## src/common/cce_defs.svh

```systemverilog
// register offsets, field positions and reset values of the channel checker
// assumes an 8-bit local register port, offsets are byte addresses
`ifndef CCE_DEFS_SVH
`define CCE_DEFS_SVH

`define CCE_CTRL_OFS     8'h46
`define CCE_STAT_OFS     8'h47
`define CCE_PSEL_OFS     8'h4c

`define CCE_CTRL_RST     8'h20
`define CCE_STAT_RST     8'h00
`define CCE_PSEL_RST     8'h00

`define CCE_EARLY_ACK    7
`define CCE_DATA_CHK     6
`define CCE_ENH_CHK      5
`define CCE_INJ_HI       4
`define CCE_INJ_LO       3
`define CCE_BYTE_HI      2
`define CCE_BYTE_LO      0

`define CCE_ST_SEQ       5
`define CCE_ST_CTL_ERR   4
`define CCE_ST_CTL_TO    3
`define CCE_ST_TGT_ERR   2
`define CCE_ST_TGT_TO    1
`define CCE_ST_RESP      0

`define CCE_PSEL_RD_HI   5
`define CCE_PSEL_RD_LO   4

`endif

```

## src/common/cce_pkg.sv

```systemverilog
// types shared by the channel checker files
// assumes nothing beyond the defs header
package cce_pkg;
	typedef logic [7:0] cce_byte_t;
	typedef logic [5:0] cce_evt_t;
	typedef enum logic [1:0] {
		CCE_INJ_NONE,
		CCE_INJ_CRC_SEL,
		CCE_INJ_CRC_NEXT,
		CCE_INJ_DATA
	} cce_inject_t;
endpackage

```

## src/common/cce_bank_if.sv

```systemverilog
// carrier between the checker top and one per-port register bank
// assumes the top drives strobes synchronous to clk_sys
`timescale 1ns/100ps
`default_nettype none
interface cce_bank_if;
	logic                ctrl_wr;
	logic                stat_rd;
	cce_pkg::cce_byte_t  wdata;
	logic                mirror_seq;
	cce_pkg::cce_evt_t   evt;
	logic                inject_taken;
	cce_pkg::cce_byte_t  ctrl;
	cce_pkg::cce_byte_t  status;
	logic                inject_pend;
	modport bank (
		input  ctrl_wr, stat_rd, wdata, mirror_seq, evt, inject_taken,
		output ctrl, status, inject_pend
	);
	modport top (
		output ctrl_wr, stat_rd, wdata, mirror_seq, evt, inject_taken,
		input  ctrl, status, inject_pend
	);
endinterface
`default_nettype wire

```

## src/hdl/cce_port_bank.sv

```systemverilog
// one receive port's control register, sticky status and injection arm
// assumes strobes from the top are single-cycle pulses
`timescale 1ns/100ps
`default_nettype none
`include "cce_defs.svh"
module cce_port_bank (
	input  wire logic    clk_sys,
	input  wire logic    rst,
	cce_bank_if.bank     bus
);
	cce_pkg::cce_byte_t  ctrl;
	cce_pkg::cce_byte_t  next_ctrl;
	cce_pkg::cce_evt_t   flags;
	cce_pkg::cce_evt_t   next_flags;
	cce_pkg::cce_evt_t   set_mask;
	logic                pend;
	logic                next_pend;
	logic                enh;

	assign enh = ctrl[`CCE_ENH_CHK];

	always_comb begin
		next_ctrl = ctrl;
		next_pend = pend;
		next_flags = flags;
		// only the target timeout is kept with enhanced checking off
		set_mask = bus.evt & {enh, enh, enh, enh, 1'b1, enh};
		if (bus.stat_rd) begin
			next_flags = '0;
		end
		next_flags = next_flags | set_mask;
		if (bus.ctrl_wr) begin
			next_ctrl = bus.wdata;
			next_pend = (bus.wdata[`CCE_INJ_HI:`CCE_INJ_LO] != 2'h0);
		end else if (bus.inject_taken) begin
			next_pend = 1'b0;
		end
	end

	always_ff @(posedge clk_sys or posedge rst) begin
		if (rst) begin
			ctrl <= `CCE_CTRL_RST;
			flags <= '0;
			pend <= 1'b0;
		end else begin
			ctrl <= next_ctrl;
			flags <= next_flags;
			pend <= next_pend;
		end
	end

	assign bus.ctrl = ctrl;
	assign bus.inject_pend = pend;
	// sequence bit mirrors the port status copy while enhanced checking is off
	assign bus.status = {2'h0, enh ? flags[`CCE_ST_SEQ] : bus.mirror_seq,
		flags[`CCE_ST_CTL_ERR:`CCE_ST_RESP]};
endmodule
`default_nettype wire

```

## src/hdl/cce_top.sv

```systemverilog
// control channel error checking, injection and status for all rx ports
// assumes a synchronous local register port and link events as pulses
`timescale 1ns/100ps
`default_nettype none
`include "cce_defs.svh"
module cce_top #(
	parameter int NPORTS = 4
) (
	input  wire logic                    clk_sys,
	input  wire logic                    rst,
	input  wire logic [7:0]              reg_addr,
	input  wire logic [7:0]              reg_wdata,
	input  wire logic                    reg_wr,
	input  wire logic                    reg_rd,
	output logic      [7:0]              reg_rdata,
	output logic                         reg_rvalid,
	input  wire logic [NPORTS-1:0]       port_status_seq,
	input  wire logic [NPORTS-1:0]       seq_err_evt,
	input  wire logic [NPORTS-1:0]       ctl_err_evt,
	input  wire logic [NPORTS-1:0]       ctl_to_evt,
	input  wire logic [NPORTS-1:0]       tgt_err_evt,
	input  wire logic [NPORTS-1:0]       tgt_to_evt,
	input  wire logic [NPORTS-1:0]       remote_read_start,
	output logic      [NPORTS-1:0]       early_ack,
	input  wire logic [NPORTS-1:0]       ack_cycle,
	input  wire logic [NPORTS-1:0]       remote_nack,
	input  wire logic [NPORTS-1:0][7:0]  ret_data,
	input  wire logic [NPORTS-1:0][7:0]  sent_data,
	output logic      [NPORTS-1:0]       local_nack,
	output logic      [NPORTS-1:0]       inject_req,
	output logic      [NPORTS-1:0][1:0]  inject_mode,
	output logic      [NPORTS-1:0][2:0]  inject_byte,
	input  wire logic [NPORTS-1:0]       inject_taken
);
	cce_pkg::cce_byte_t  psel;
	cce_pkg::cce_byte_t  next_psel;
	cce_pkg::cce_byte_t  next_rdata;
	logic                next_rvalid;
	logic [1:0]          rd_idx;
	logic                hit_ctrl;
	logic                hit_stat;
	logic                hit_psel;
	logic [NPORTS-1:0]   mismatch;
	cce_pkg::cce_byte_t  ctrl_all [NPORTS];
	cce_pkg::cce_byte_t  stat_all [NPORTS];

	cce_bank_if bank_if [NPORTS] ();

	assign hit_ctrl = (reg_addr == `CCE_CTRL_OFS);
	assign hit_stat = (reg_addr == `CCE_STAT_OFS);
	assign hit_psel = (reg_addr == `CCE_PSEL_OFS);
	assign rd_idx = psel[`CCE_PSEL_RD_HI:`CCE_PSEL_RD_LO];

	genvar g;
	generate
		for (g = 0; g < NPORTS; g++) begin : gen_port
			// writes may broadcast to several ports, reads reach one
			assign bank_if[g].ctrl_wr = reg_wr && hit_ctrl && psel[g];
			assign bank_if[g].stat_rd = reg_rd && hit_stat &&
				(rd_idx == 2'(g));
			assign bank_if[g].wdata = reg_wdata;
			assign bank_if[g].mirror_seq = port_status_seq[g];
			assign bank_if[g].inject_taken = inject_taken[g];
			assign mismatch[g] = ack_cycle[g] &&
				bank_if[g].ctrl[`CCE_DATA_CHK] &&
				(ret_data[g] != sent_data[g]);
			assign bank_if[g].evt = {seq_err_evt[g], ctl_err_evt[g],
				ctl_to_evt[g], tgt_err_evt[g], tgt_to_evt[g],
				mismatch[g]};
			assign ctrl_all[g] = bank_if[g].ctrl;
			assign stat_all[g] = bank_if[g].status;
			assign early_ack[g] = remote_read_start[g] &&
				bank_if[g].ctrl[`CCE_EARLY_ACK];
			assign local_nack[g] = remote_nack[g] || mismatch[g];
			assign inject_req[g] = bank_if[g].inject_pend;
			assign inject_mode[g] =
				bank_if[g].ctrl[`CCE_INJ_HI:`CCE_INJ_LO];
			assign inject_byte[g] =
				bank_if[g].ctrl[`CCE_BYTE_HI:`CCE_BYTE_LO];

			cce_port_bank u_bank (
				.clk_sys (clk_sys),
				.rst     (rst),
				.bus     (bank_if[g])
			);

		end
	endgenerate

	always_comb begin
		next_psel = psel;
		next_rvalid = reg_rd;
		next_rdata = 8'h00;
		if (reg_wr && hit_psel) begin
			next_psel = reg_wdata;
		end
		if (reg_rd) begin
			unique case (1'b1)
				hit_ctrl: next_rdata = (32'(rd_idx) < NPORTS) ?
					ctrl_all[rd_idx] : 8'h00;
				hit_stat: next_rdata = (32'(rd_idx) < NPORTS) ?
					stat_all[rd_idx] : 8'h00;
				hit_psel: next_rdata = psel;
				default: next_rdata = 8'h00;
			endcase
		end
	end

	always_ff @(posedge clk_sys or posedge rst) begin
		if (rst) begin
			psel <= `CCE_PSEL_RST;
			reg_rdata <= 8'h00;
			reg_rvalid <= 1'b0;
		end else begin
			psel <= next_psel;
			reg_rdata <= next_rdata;
			reg_rvalid <= next_rvalid;
		end
	end
endmodule
`default_nettype wire

```

## config.mk

```make
export PLATFORM = sky130hd
export DESIGN_NAME = cce_top
export DESIGN_NICKNAME = d
export VERILOG_FILES = /design/src/common/cce_pkg.sv /design/src/common/cce_bank_if.sv /design/src/hdl/cce_port_bank.sv /design/src/hdl/cce_top.sv
export VERILOG_INCLUDE_DIRS = /design/src /design/src/common
export SDC_FILE = /design/constraint.sdc
export NUM_CORES = 1
export LEC_CHECK = 0
export BUFFER_PORTS_ARGS = -buffer_cell sky130_fd_sc_hd__buf_4
export CORE_MARGIN = 1
export CORE_UTILIZATION = 26
export CTS_BUF_LIST = sky130_fd_sc_hd__clkbuf_2 sky130_fd_sc_hd__clkbuf_4 sky130_fd_sc_hd__clkbuf_8
export DETAILED_ROUTE_END_ITERATION = 8
export HOLD_SLACK_MARGIN = 0.03
export PLACE_DENSITY = 0.58
export SLEW_MARGIN = 20
export SYNTH_ARGS = -nofsm -noshare
export SYNTH_HDL_FRONTEND = slang
export SYNTH_SLANG_ARGS = --single-unit
```

## constraint.sdc

```tcl
create_clock -name clk_sys -period 2.89 [get_ports clk_sys]
set_clock_uncertainty 0.15 [all_clocks]
set_input_delay 0.1445 -clock clk_sys [delete_from_list [all_inputs] [get_ports clk_sys]]
set_output_delay 0.1445 -clock clk_sys [all_outputs]
set_load 0.02 [all_outputs]
```

==> results.tsv, run 1 <==
stage	metric	value	unit
die	I/O pins	165	
clock_tree	H-tree depth	3	
grt	GRT Util Overall	14.92	%
min_path	Hold Crit Class	in2reg	
worst_setup_path	crit path max-delay cell type	dfrtp_1	
route	1st-pass router iterations	4	
clock_tree	post_cts resized	0	
route	antenna viol nets, final	0	
die	Core Box Area	15200	µm²
synthesis	Mapped Avg Cell Area	12.95	µm²
synthesis	unique cell type count in the Yosys netlist	42	
cells_and_area	highest-count cells in the layout ignoring fill and taps	buf_4 (170), dfrtp_1 (73), mux2_2 (44)	
sta	minimum clock period	2532	ps
synthesis	post-synthesis instance total	313	
clock_tree	CTS sink count	77	
route	DR top layer	met4	
worst_setup_path	startpoint types	register	
run	Max-Cap Viols	0	
route	Routed Wire Length	11470	µm
placed_design	Place WS	708.6	ps
route	met1 WL	4726	µm
route	Routed WL per cell	16.58	µm
die	standard-cell rows	45	
synthesis	Seq/Total Area, Yosys	47.67	%
power	Leak	2.916	nW
grt	largest net degree at the start of global routing	32	
clock_tree	clk slew on worst S/H paths	80	ps
sta	FMAX	0.3949	GHz
sta	final worst slack	358.0	ps
worst_setup_path	Crit. End Element	register	
cells_and_area	fin area	5951	µm²
clock_tree	CTS Hold Bufs	43	
route	vias	3227	
clock_tree	CTS Buffer Depth	2	
route	DRC marker count from the first detailed-route iteration	142	
placed_design	placed wire-length estimate	8845	µm
route	met2 routed WL	5952	µm
grt	total gr overflow	0	
cells_and_area	area growth from synthesis to layout	46.84	%
cells_and_area	n_diodes	0	
sta	RSZ-0062 raised after global routing	no	
die	die span in y	126.9	µm
worst_setup_path	Critical Path RT	2980	ps
worst_setup_path	crit path cell chain	buf_4 > mux4_2 > a22oi_1 > nor3_1 > dlygate4sd3_1	
sta	worst slew pin tran	555.6	ps
sta	final-report setup violation count	0	
worst_setup_path	Largest stage delay, worst path	700	ps
route	DRC	0	
sta	setup TNS	0	ps
placed_design	I/O Buffers	164	
clock_tree	CTS tree	built	
route	met3 wire len	644	µm
clock_tree	Post-CTS Setup Bufs	0	
synthesis	Post-synth EDFFs	0	
cells_and_area	utilization after layout	39.14	%
cells_and_area	commonest non-fill, non-tap cell in the layout	buf_4	
placed_design	GPL Wtd Cong	0.7825	
worst_setup_path	CP Buf/Inv Count	2	
power	worst vdd ir	196.8	µV
synthesis	ys async rst share	100.0	%
grt	first-pass GRT wire length	18250	µm
placed_design	Placed Cells	633	
synthesis	Ys Warns	0	
worst_setup_path	crit path DAT	2620	ps
clock_tree	Root Driver	clkbuf_8	
synthesis	Syn Nets	437	
cells_and_area	Cell Count, Final, Fillers Out	692	
worst_setup_path	critical path class	reg2reg	
power	Power Dens Cells	372.3	nW/µm²
synthesis	most common flop cell mapped by yosys	dfrtp_1	
die	die width	126.9	µm
sta	slew margin rel.	62.96	%
route	drt via density	4.663	
clock_tree	Clock Latency Late Sink	360	ps
grt	number of global-route vias before repair	3460	
die	die area	16090	µm²
die	initial core utilization	26.66	%
worst_setup_path	worst-path fanout max	12	
cells_and_area	nets	623	
placed_design	Area after DPL	5321	µm²
clock_tree	Num CTS Buffers	9	
sta	final cycle utilization of the critical path	87.61	%
worst_setup_path	critical path's top delay family	buffers and inverters	
synthesis	Cell Area, Synth	4053	µm²
sta	fin. max-slew vios	0	
synthesis	Yosys reg bits	77	
sta	final hold violation count	0	
run_status	status	finished clean	
cells_and_area	fraction of layout cells with a size suffix above 1	54.17	%
grt	initial antenna violation count	0	
[state kept, by name (all words and copies together), names as in the netlist]
name,flops
gen_port.u_bank.bus.ctrl,32
gen_port.u_bank.flags,24
psel,8
reg_rdata,8
gen_port.u_bank.bus.inject_pend,4
reg_rvalid,1
[layout make-up]
type | count | area, µm²
fillers | 1498 | 9251
flip-flops and latches | 77 | 1932
multi-input cells | 196 | 1869
repair buffers | 213 | 1707
well taps | 188 | 235.2
clock buffers | 15 | 193.9
inverters | 2 | 8.758
clock inverters | 1 | 5.005
[metal layers]
| metal | GRT usage (%) | vias to the layer above |
|---|---|---|
| li1 | - | 1501 |
| met1 | 18.08 | 1600 |
| met2 | 26.47 | 112 |
| met3 | 3.332 | 14 |
| met4 | 4.202 | 0 |
| met5 | 0 | - |
[cell usage after synthesis, drive strengths merged, types with 2 or more instances]
cell | n | share of area, %
or4 | 2 | 0.37
a21oi | 5 | 0.62
a21o | 4 | 0.80
inv | 2 | 0.19
dfstp | 4 | 2.6
and2 | 6 | 0.93
nor2 | 7 | 0.65
dfrtp | 73 | 45
o31ai | 2 | 0.37
or2 | 4 | 0.62
nor4 | 8 | 1.2
xor2 | 32 | 6.9
nand2 | 5 | 0.46
and3 | 2 | 0.34
mux4 | 12 | 6.7
nor2b | 2 | 0.31
nand2b | 4 | 0.62
nand3 | 6 | 1.5
buf | 32 | 5.5
a22oi | 7 | 1.3
nor3 | 2 | 0.25
a22o | 24 | 5.4
mux2 | 44 | 12
clkbuf | 6 | 0.56
mux2i | 6 | 1.5
or2b | 3 | 0.65
[kinds of logic after synthesis]
family	count (synthesis)	share of synthesized area, %
AOI/OAI and AO/OA	46	9.385
DFF	77	47.67
xor gates and xnor gates	32	6.916
buffers and inverters	40	6.206
muxes	62	20.38
and+or+nand+nor	56	9.448
[per-stage QoR]
step                hold slack (ps)  power, W
global placement              48.78  0.001395
CTS                           52.70  0.002248
finish                        62.69  0.002216
global route                  54.95  0.002314
floorplan                     25.93  0.001221
detailed placement            58.50  0.001403
[worst reg2reg max path, cell delays in order, from the launching register on]
cell and delay [ps]:
dfrtp_1 700, buf_4 250, mux4_2 500, a22oi_1 190
nor3_1 70, dlygate4sd3_1 560
[report_power, final]
part	internal (W)	total, W	switching (W)
registers	0.00109	0.00110	0.0000140
clock network	0.000424	0.000798	0.000374
logic	0.000197	0.000315	0.000118
total	0.00171	0.00222	0.000505
[final timing paths]
kind	startpoint	to	slack, ps	cells after the start
setup / recovery	psel[4]$_DFFE_PP0P_	reg_rdata[7]$_DFF_PP0_	360	5
hold / removal	ack_cycle[1]	gen_port[1].u_bank.flags[0]$_DFF_PP0_	60	4
setup reg to reg	psel[4]$_DFFE_PP0P_	reg_rdata[7]$_DFF_PP0_	360	5
hold reg to reg	gen_port[0].u_bank.flags[1]$_DFF_PP0_	gen_port[0].u_bank.flags[1]$_DFF_PP0_	340	1
max in group asynchronous	rst	reg_rdata[5]$_DFF_PP0_	1580	4
min in group asynchronous	rst	gen_port[3].u_bank.bus.ctrl[6]$_DFFE_PP0P_	230	3
No activity file was read; power rests on OpenSTA's default activity.
==> run 2, diff against run 1 <==
--- a/config.mk
+++ b/config.mk
@@ -13,6 +13,7 @@
 export DETAILED_ROUTE_END_ITERATION = 8
 export HOLD_SLACK_MARGIN = 0.03
 export PLACE_DENSITY = 0.58
+export SETUP_SLACK_MARGIN = 0.02
 export SLEW_MARGIN = 20
 export SYNTH_ARGS = -nofsm -noshare
 export SYNTH_HDL_FRONTEND = slang
==> constraint.sdc (replaced) <==
create_clock -name clk_sys -period 2.71 [get_ports clk_sys]
set_clock_uncertainty 0.15 [all_clocks]
set_input_delay 0.1355 -clock clk_sys [delete_from_list [all_inputs] [get_ports clk_sys]]
set_output_delay 0.1355 -clock clk_sys [all_outputs]
set_load 0.02 [all_outputs]
==> run 2 against run 1 <==
- global-route usage shrank 0.20 points
- sequential share of layout area grew 0.17 points
- critical endpoint is now gen_port[3].u_bank.bus.inject_pend$_DFFE_PP0P_
- count of clock-buffer cells in the layout shrank 2
- non-clock buffer count is the same
- hold slack gained 7.4 ps
- final area shrank 0.46%
- wire length is essentially flat
- utilization shrank 0.18 points
- setup slack lost 210 ps
==> results.tsv, run 2 (synthesis results as in run 1) <==
stage	metric	value	unit	change
worst_setup_path	Reg-to-Reg End	reg_rdata[6]$_DFF_PP0_		
route	vias	3196		-0.96%
route	antenna viol nets, final	0		unchanged
worst_setup_path	startpoint types	input pin		
die	die area	16090	µm²	unchanged
grt	GRT Util Overall	14.72	%	-0.20 points
clock_tree	clk slew on worst S/H paths	70	ps	about the same
min_path	Worst Hold Depth	4		unchanged
die	initial core utilization	26.66	%	unchanged
worst_setup_path	R2R Setup Slk	270	ps	-90 ps
worst_setup_path	critical path class	in2reg		
cells_and_area	Largest register FFs	32		unchanged
clock_tree	Num CTS Buffers	9		unchanged
sta	setup TNS	0	ps	unchanged
clock_tree	Root Driver	clkbuf_8		
worst_setup_path	Crit. End Element	register		
sta	final cycle utilization of the critical path	94.55	%	
cells_and_area	Largest regs	gen_port.u_bank.bus.ctrl x32, gen_port.u_bank.flags x24		
route	DRC marker count from the first detailed-route iteration	128		-9.9%
sta	final-report setup violation count	0		unchanged
cells_and_area	area growth from synthesis to layout	46.16	%	
cells_and_area	commonest non-fill, non-tap cell in the layout	buf_4		
run_status	status	finished clean		
die	die width	126.9	µm	unchanged
placed_design	placed wire-length estimate	8784	µm	-0.69%
cells_and_area	Largest Register	gen_port.u_bank.bus.ctrl		
cells_and_area	fraction of layout cells with a size suffix above 1	54.27	%	+0.11 points
grt	initial antenna violation count	0		unchanged
power	Power Dens Cells	385.8	nW/µm²	+3.6%
power	worst vdd ir	209.0	µV	+6.2%
die	I/O pins	165		unchanged
run	Max-Cap Viols	0		unchanged
route	Routed Wire Length	11480	µm	about the same
worst_setup_path	worst-path fanout max	9		-3
clock_tree	Clock Latency Late Sink	360	ps	about the same
route	1st-pass router iterations	4		unchanged
route	DRC	0		unchanged
worst_setup_path	R2R depth	5		unchanged
cells_and_area	n_diodes	0		unchanged
worst_setup_path	Critical Path RT	2800	ps	-180 ps
route	Routed WL per cell	16.61	µm	+0.19%
grt	total gr overflow	0		unchanged
clock_tree	CTS sink count	77		unchanged
sta	Hold WS	70.13	ps	+7.438 ps
worst_setup_path	Critical R2R Launch	psel[5]$_DFFE_PP0P_		
placed_design	I/O Buffers	164		unchanged
clock_tree	H-tree depth	3		unchanged
sta	RSZ-0062 raised after global routing	no		
die	die span in y	126.9	µm	unchanged
sta	slew margin rel.	51.41	%	-12 points
die	Core Box Area	15200	µm²	unchanged
die	standard-cell rows	45		unchanged
min_path	Worst Hold End	gen_port[1].u_bank.flags[0]$_DFF_PP0_		
sta	worst slew pin tran	727.4	ps	+171.8 ps
clock_tree	Post-CTS Setup Bufs	0		unchanged
grt	number of global-route vias before repair	3344		-3.4%
sta	final hold violation count	0		unchanged
clock_tree	CTS Buffer Depth	2		unchanged
power	Leak	2.901	nW	-0.50%
placed_design	GPL Wtd Cong	0.7959		+1.7%
clock_tree	CTS tree	built		
route	drt via density	4.625		-0.82%
min_path	Hold Crit Class	in2reg		
sta	FMAX	0.3903	GHz	
grt	largest net degree at the start of global routing	30		-6.3%
cells_and_area	highest-count cells in the layout ignoring fill and taps	buf_4 (170), dfrtp_1 (72), mux2_2 (44)		
min_path	Min-Delay Startpoint	ack_cycle[1]		
sta	fin. max-slew vios	0		unchanged
worst_setup_path	crit path DAT	2650	ps	+30 ps
sta	minimum clock period	2562	ps	
cells_and_area	nets	623		unchanged
grt	first-pass GRT wire length	17840	µm	-2.2%
==> run 2: cell types whose count changed in the layout (fill, tap and decap cells not counted), sizes merged <==
cell,change
clkinv,+1
clkbuf,-2
==> run 2: how the worst max path moves through the flow <==
stage,start,end,cells past startpoint
global route,reg_addr[0],gen_port[3].u_bank.bus.inject_pend$_DFFE_PP0P_,7
CTS,psel[5]$_DFFE_PP0P_,reg_rdata[6]$_DFF_PP0_,5
global placement,psel[4]$_DFFE_PP0P_,reg_rdata[3]$_DFF_PP0_,5
finish,reg_addr[1],gen_port[3].u_bank.bus.inject_pend$_DFFE_PP0P_,6
floorplan,rst,gen_port[0].u_bank.bus.ctrl[0]$_DFFE_PP0P_,1
detailed placement,psel[4]$_DFFE_PP0P_,reg_rdata[3]$_DFF_PP0_,5
==> run 2: per-layer routing <==
layer	track usage [%]	part of all wire, %	vias to the layer above
met3	3.838	6.0	13
met4	4.622	1.6	0
met1	17.41	41	1567
met5	0	0	-
li1	-	-	1503
met2	25.99	51	113
==> run 2: worst max-delay path, cell delays in order <==
cell           delay, ps
dlygate4sd3_1        540
buf_4                130
nor2b_1              590
nand3_2              450
mux2i_1              220
dlygate4sd3_1        580
==> run 2: repair_timing <==
action                     4_1_cts  5_1_grt
hold endpoints to repair        92        0
setup endpoints to repair        0        1
hold buffers                    43        0
gates resized for setup          0        1
==> run 2: power by group <==
| group | total (W) | internal, W | switching (W) |
|---|---|---|---|
| Clock | 0.000771 | 0.000381 | 0.000390 |
| Combinational | 0.000337 | 0.000210 | 0.000126 |
| Sequential | 0.00118 | 0.00116 | 0.0000163 |
==> run 2: metrics by stage <==
stage	std cells	power [W]	instance area, µm²	worst slack [ps]	util, %
after CTS	691	0.002323	5922	101.5	38.95
after global placement	633	0.001489	5321	493.5	35.00
after floorplan	313	0.001302	4053	464.4	-
after detailed placement	633	0.001497	5321	455.4	35.00
final	691	0.002285	5923	147.7	38.96
after global routing	691	0.002388	5923	69.25	38.96
==> run 2: final cells by class <==
type	count	area [µm²]
Clock buffer	13	160.2
Clock inverter	2	10.01
Fill cell	1504	9279
Inverter	2	8.758
Multi-Input combinational cell	196	1869
Sequential cell	77	1933
Tap cell	188	235.2
Timing Repair Buffer	213	1707
==> run 3, diff against run 2 <==
--- a/config.mk
+++ b/config.mk
@@ -7,12 +7,14 @@
 export NUM_CORES = 1
 export LEC_CHECK = 0
 export BUFFER_PORTS_ARGS = -buffer_cell sky130_fd_sc_hd__buf_4
+export CELL_PAD_IN_SITES_DETAIL_PLACEMENT = 1
+export CELL_PAD_IN_SITES_GLOBAL_PLACEMENT = 2
 export CORE_MARGIN = 1
 export CORE_UTILIZATION = 26
 export CTS_BUF_LIST = sky130_fd_sc_hd__clkbuf_2 sky130_fd_sc_hd__clkbuf_4 sky130_fd_sc_hd__clkbuf_8
 export DETAILED_ROUTE_END_ITERATION = 8
 export HOLD_SLACK_MARGIN = 0.03
-export PLACE_DENSITY = 0.58
+export PLACE_DENSITY = 0.8
 export SETUP_SLACK_MARGIN = 0.02
 export SLEW_MARGIN = 20
 export SYNTH_ARGS = -nofsm -noshare
==> run 3 against run 2 <==
- cell count is the same
- global-route usage grew 1.4 points
- via count grew 1.8%
- final area grew 0.30%
- die area is the same
- critical endpoint is now gen_port[2].u_bank.bus.inject_pend$_DFFE_PP0P_
- largest cell class unchanged
- highest routed layer unchanged
==> results.tsv, run 3 (synthesis results as in run 1) <==
stage	metric	value	unit	change
run_status	status	finished clean		
grt	GRT Util Overall	16.14	%	+1.4 points
clock_tree	Clock Latency Late Sink	370	ps	about the same
placed_design	placed wire-length estimate	9368	µm	+6.7%
route	Routed WL per cell	17.97	µm	+8.2%
power	Power Dens Cells	399.1	nW/µm²	+3.4%
sta	slew margin rel.	42.13	%	-9.3 points
grt	number of global-route vias before repair	3598		+7.6%
sta	Hold WS	51.13	ps	-19.00 ps
cells_and_area	commonest non-fill, non-tap cell in the layout	buf_4		
worst_setup_path	crit path DAT	2710	ps	+60 ps
die	Core Box Area	15200	µm²	unchanged
die	initial core utilization	26.66	%	unchanged
worst_setup_path	Crit. End Element	register		
sta	fin. max-slew vios	0		unchanged
grt	initial antenna violation count	0		unchanged
cells_and_area	area growth from synthesis to layout	46.59	%	
grt	largest net degree at the start of global routing	40		+33%
placed_design	Placed Cells	633		unchanged
power	combinational share of power	14.5	%	-0.2 points
power	cell-internal power	0.001777	W	+1.4%
worst_setup_path	R2R Setup Slk	430	ps	+160 ps
cells_and_area	nets	622		-0.16%
placed_design	Place WS	428.4	ps	-27.00 ps
route	DRC marker count from the first detailed-route iteration	100		-22%
clock_tree	clk slew on worst S/H paths	90	ps	+20 ps
clock_tree	Root Driver	clkbuf_8		
min_path	Worst Hold End	gen_port[0].u_bank.flags[0]$_DFF_PP0_		
clock_tree	H-tree depth	3		unchanged
route	1st-pass router iterations	4		unchanged
worst_setup_path	Reg-to-Reg End	reg_rdata[3]$_DFF_PP0_		
placed_design	GPL Wtd Cong	0.7991		+0.40%
grt	first-pass GRT wire length	19620	µm	+10%
sta	final worst slack	163.7	ps	+15.98 ps
cells_and_area	Largest register FFs	32		unchanged
cells_and_area	Cell Count, Final, Fillers Out	691		unchanged
clock_tree	Post-CTS Setup Bufs	0		unchanged
grt	total gr overflow	0		unchanged
worst_setup_path	R2R depth	6		+1
sta	FMAX	0.3927	GHz	+0.63%
sta	final-report setup violation count	0		unchanged
die	die width	126.9	µm	unchanged
power	Clk network pwr share	35.9	%	+2.2 points
min_path	Worst Hold Depth	4		unchanged
sta	worst slew pin tran	866.8	ps	+139.4 ps
power	Power Total	0.002371	W	+3.7%
power	sw frac	25.04	%	+1.7 points
clock_tree	CTS Buffer Depth	2		unchanged
sta	final hold violation count	0		unchanged
run	Max-Cap Viols	0		unchanged
power	worst vdd ir	187.8	µV	-10%
die	I/O pins	165		unchanged
worst_setup_path	startpoint types	input pin		
sta	minimum clock period	2546	ps	-15.98 ps
power	total net switching power	0.0005937	W	+11%
cells_and_area	Largest regs	gen_port.u_bank.bus.ctrl x32, gen_port.u_bank.flags x24		
route	Routed Wire Length	12410	µm	+8.2%
worst_setup_path	critical path class	in2reg		
clock_tree	Num CTS Buffers	9		unchanged
cells_and_area	Multi-input gate area	1869	µm²	unchanged
cells_and_area	fraction of layout cells with a size suffix above 1	54.27	%	unchanged
cells_and_area	n_diodes	0		unchanged
sta	setup TNS	0	ps	unchanged
route	DRC	0		unchanged
cells_and_area	highest-count cells in the layout ignoring fill and taps	buf_4 (169), dfrtp_1 (73), mux2_2 (44)		
die	die area	16090	µm²	unchanged
cells_and_area	Largest Register	gen_port.u_bank.bus.ctrl		
min_path	Min-Delay Startpoint	ack_cycle[0]		
route	drt via density	4.706		+1.8%
power	Leak	2.904	nW	about the same
placed_design	I/O Buffers	164		unchanged
min_path	Hold Crit Class	in2reg		
die	die span in y	126.9	µm	unchanged
sta	final cycle utilization of the critical path	93.96	%	-0.59 points
power	Seq pwr share	49.6	%	-1.9 points
worst_setup_path	Critical Path RT	2870	ps	+70 ps
worst_setup_path	Critical R2R Launch	psel[4]$_DFFE_PP0P_		
die	standard-cell rows	45		unchanged
sta	RSZ-0062 raised after global routing	no		
clock_tree	CTS tree	built		
cells_and_area	Storage cell area	1932	µm²	about the same
route	vias	3252		+1.8%
worst_setup_path	worst-path fanout max	10		+1
route	antenna viol nets, final	0		unchanged
clock_tree	CTS sink count	77		unchanged
cells_and_area	Fillers	1654		+10%
[run 3: cell count changes in the layout (fill, tap and decap cells not counted), sizes merged]
cell	before	now
clkinv	3	2
clkinvlp	0	1
dlygate4sd3	43	42
inv	1	2
[run 3: worst max path at each step]
| stage | endpoint | startpoint | cells past startpoint |
|---|---|---|---|
| floorplan | gen_port[0].u_bank.bus.ctrl[0]$_DFFE_PP0P_ | rst | 1 |
| global placement | reg_rdata[2]$_DFF_PP0_ | psel[4]$_DFFE_PP0P_ | 6 |
| detailed placement | reg_rdata[3]$_DFF_PP0_ | psel[4]$_DFFE_PP0P_ | 6 |
| CTS | gen_port[1].u_bank.bus.inject_pend$_DFFE_PP0P_ | reg_addr[0] | 7 |
| global route | gen_port[2].u_bank.bus.inject_pend$_DFFE_PP0P_ | reg_addr[0] | 7 |
| finish | gen_port[2].u_bank.bus.inject_pend$_DFFE_PP0P_ | reg_addr[0] | 7 |
[run 3: power groups by stage]
stage                     Combinational [W]  Sequential (W)  Clock (W)
after floorplan                    0.000111         0.00119          0
after global placement             0.000295         0.00120          0
after detailed placement           0.000304         0.00120          0
after CTS                          0.000349         0.00118   0.000865
after global routing               0.000374         0.00118   0.000907
final                              0.000343         0.00118   0.000852
[run 3: through the flow]
step / util, % / area [µm²]
final: 39.08 / 5941
after global routing: 39.08 / 5941
after CTS: 39.08 / 5941
after detailed placement: 35.08 / 5333
after global placement: 35.08 / 5333
after floorplan: - / 4053
[run 3: critical path, stage by stage]
cell	delay (ps)
dlygate4sd3_1	540
buf_4	160
inv_1	250
and4_2	410
nand3_2	350
mux2i_1	280
dlygate4sd3_1	570
[run 3: what timing repair did]
item / in CTS / in global routing
hold endpoints to repair: 105 / 0
endpoints found under the setup margin: 0 / 0
gates resized for setup: 0 / 0
hold buffers: 42 / 0
[run 3: metal layers]
metal	global-route usage (%)	wire length [µm]	vias to the layer above
li1	-	-	1500
met5	0	0	-
met3	3.965	771	17
met2	28.12	6308	119
met1	19.13	5105	1616
met4	6.232	228	0
[run 3: area by class of cell]
class,instances,share of cell area (%)
timing repair buffer,212,28.77
clock inverter,3,0.3580
inverter,2,0.1264
sequential,77,32.52
tap,188,3.960
multi-input combinational,196,31.47
clock buffer,13,2.801
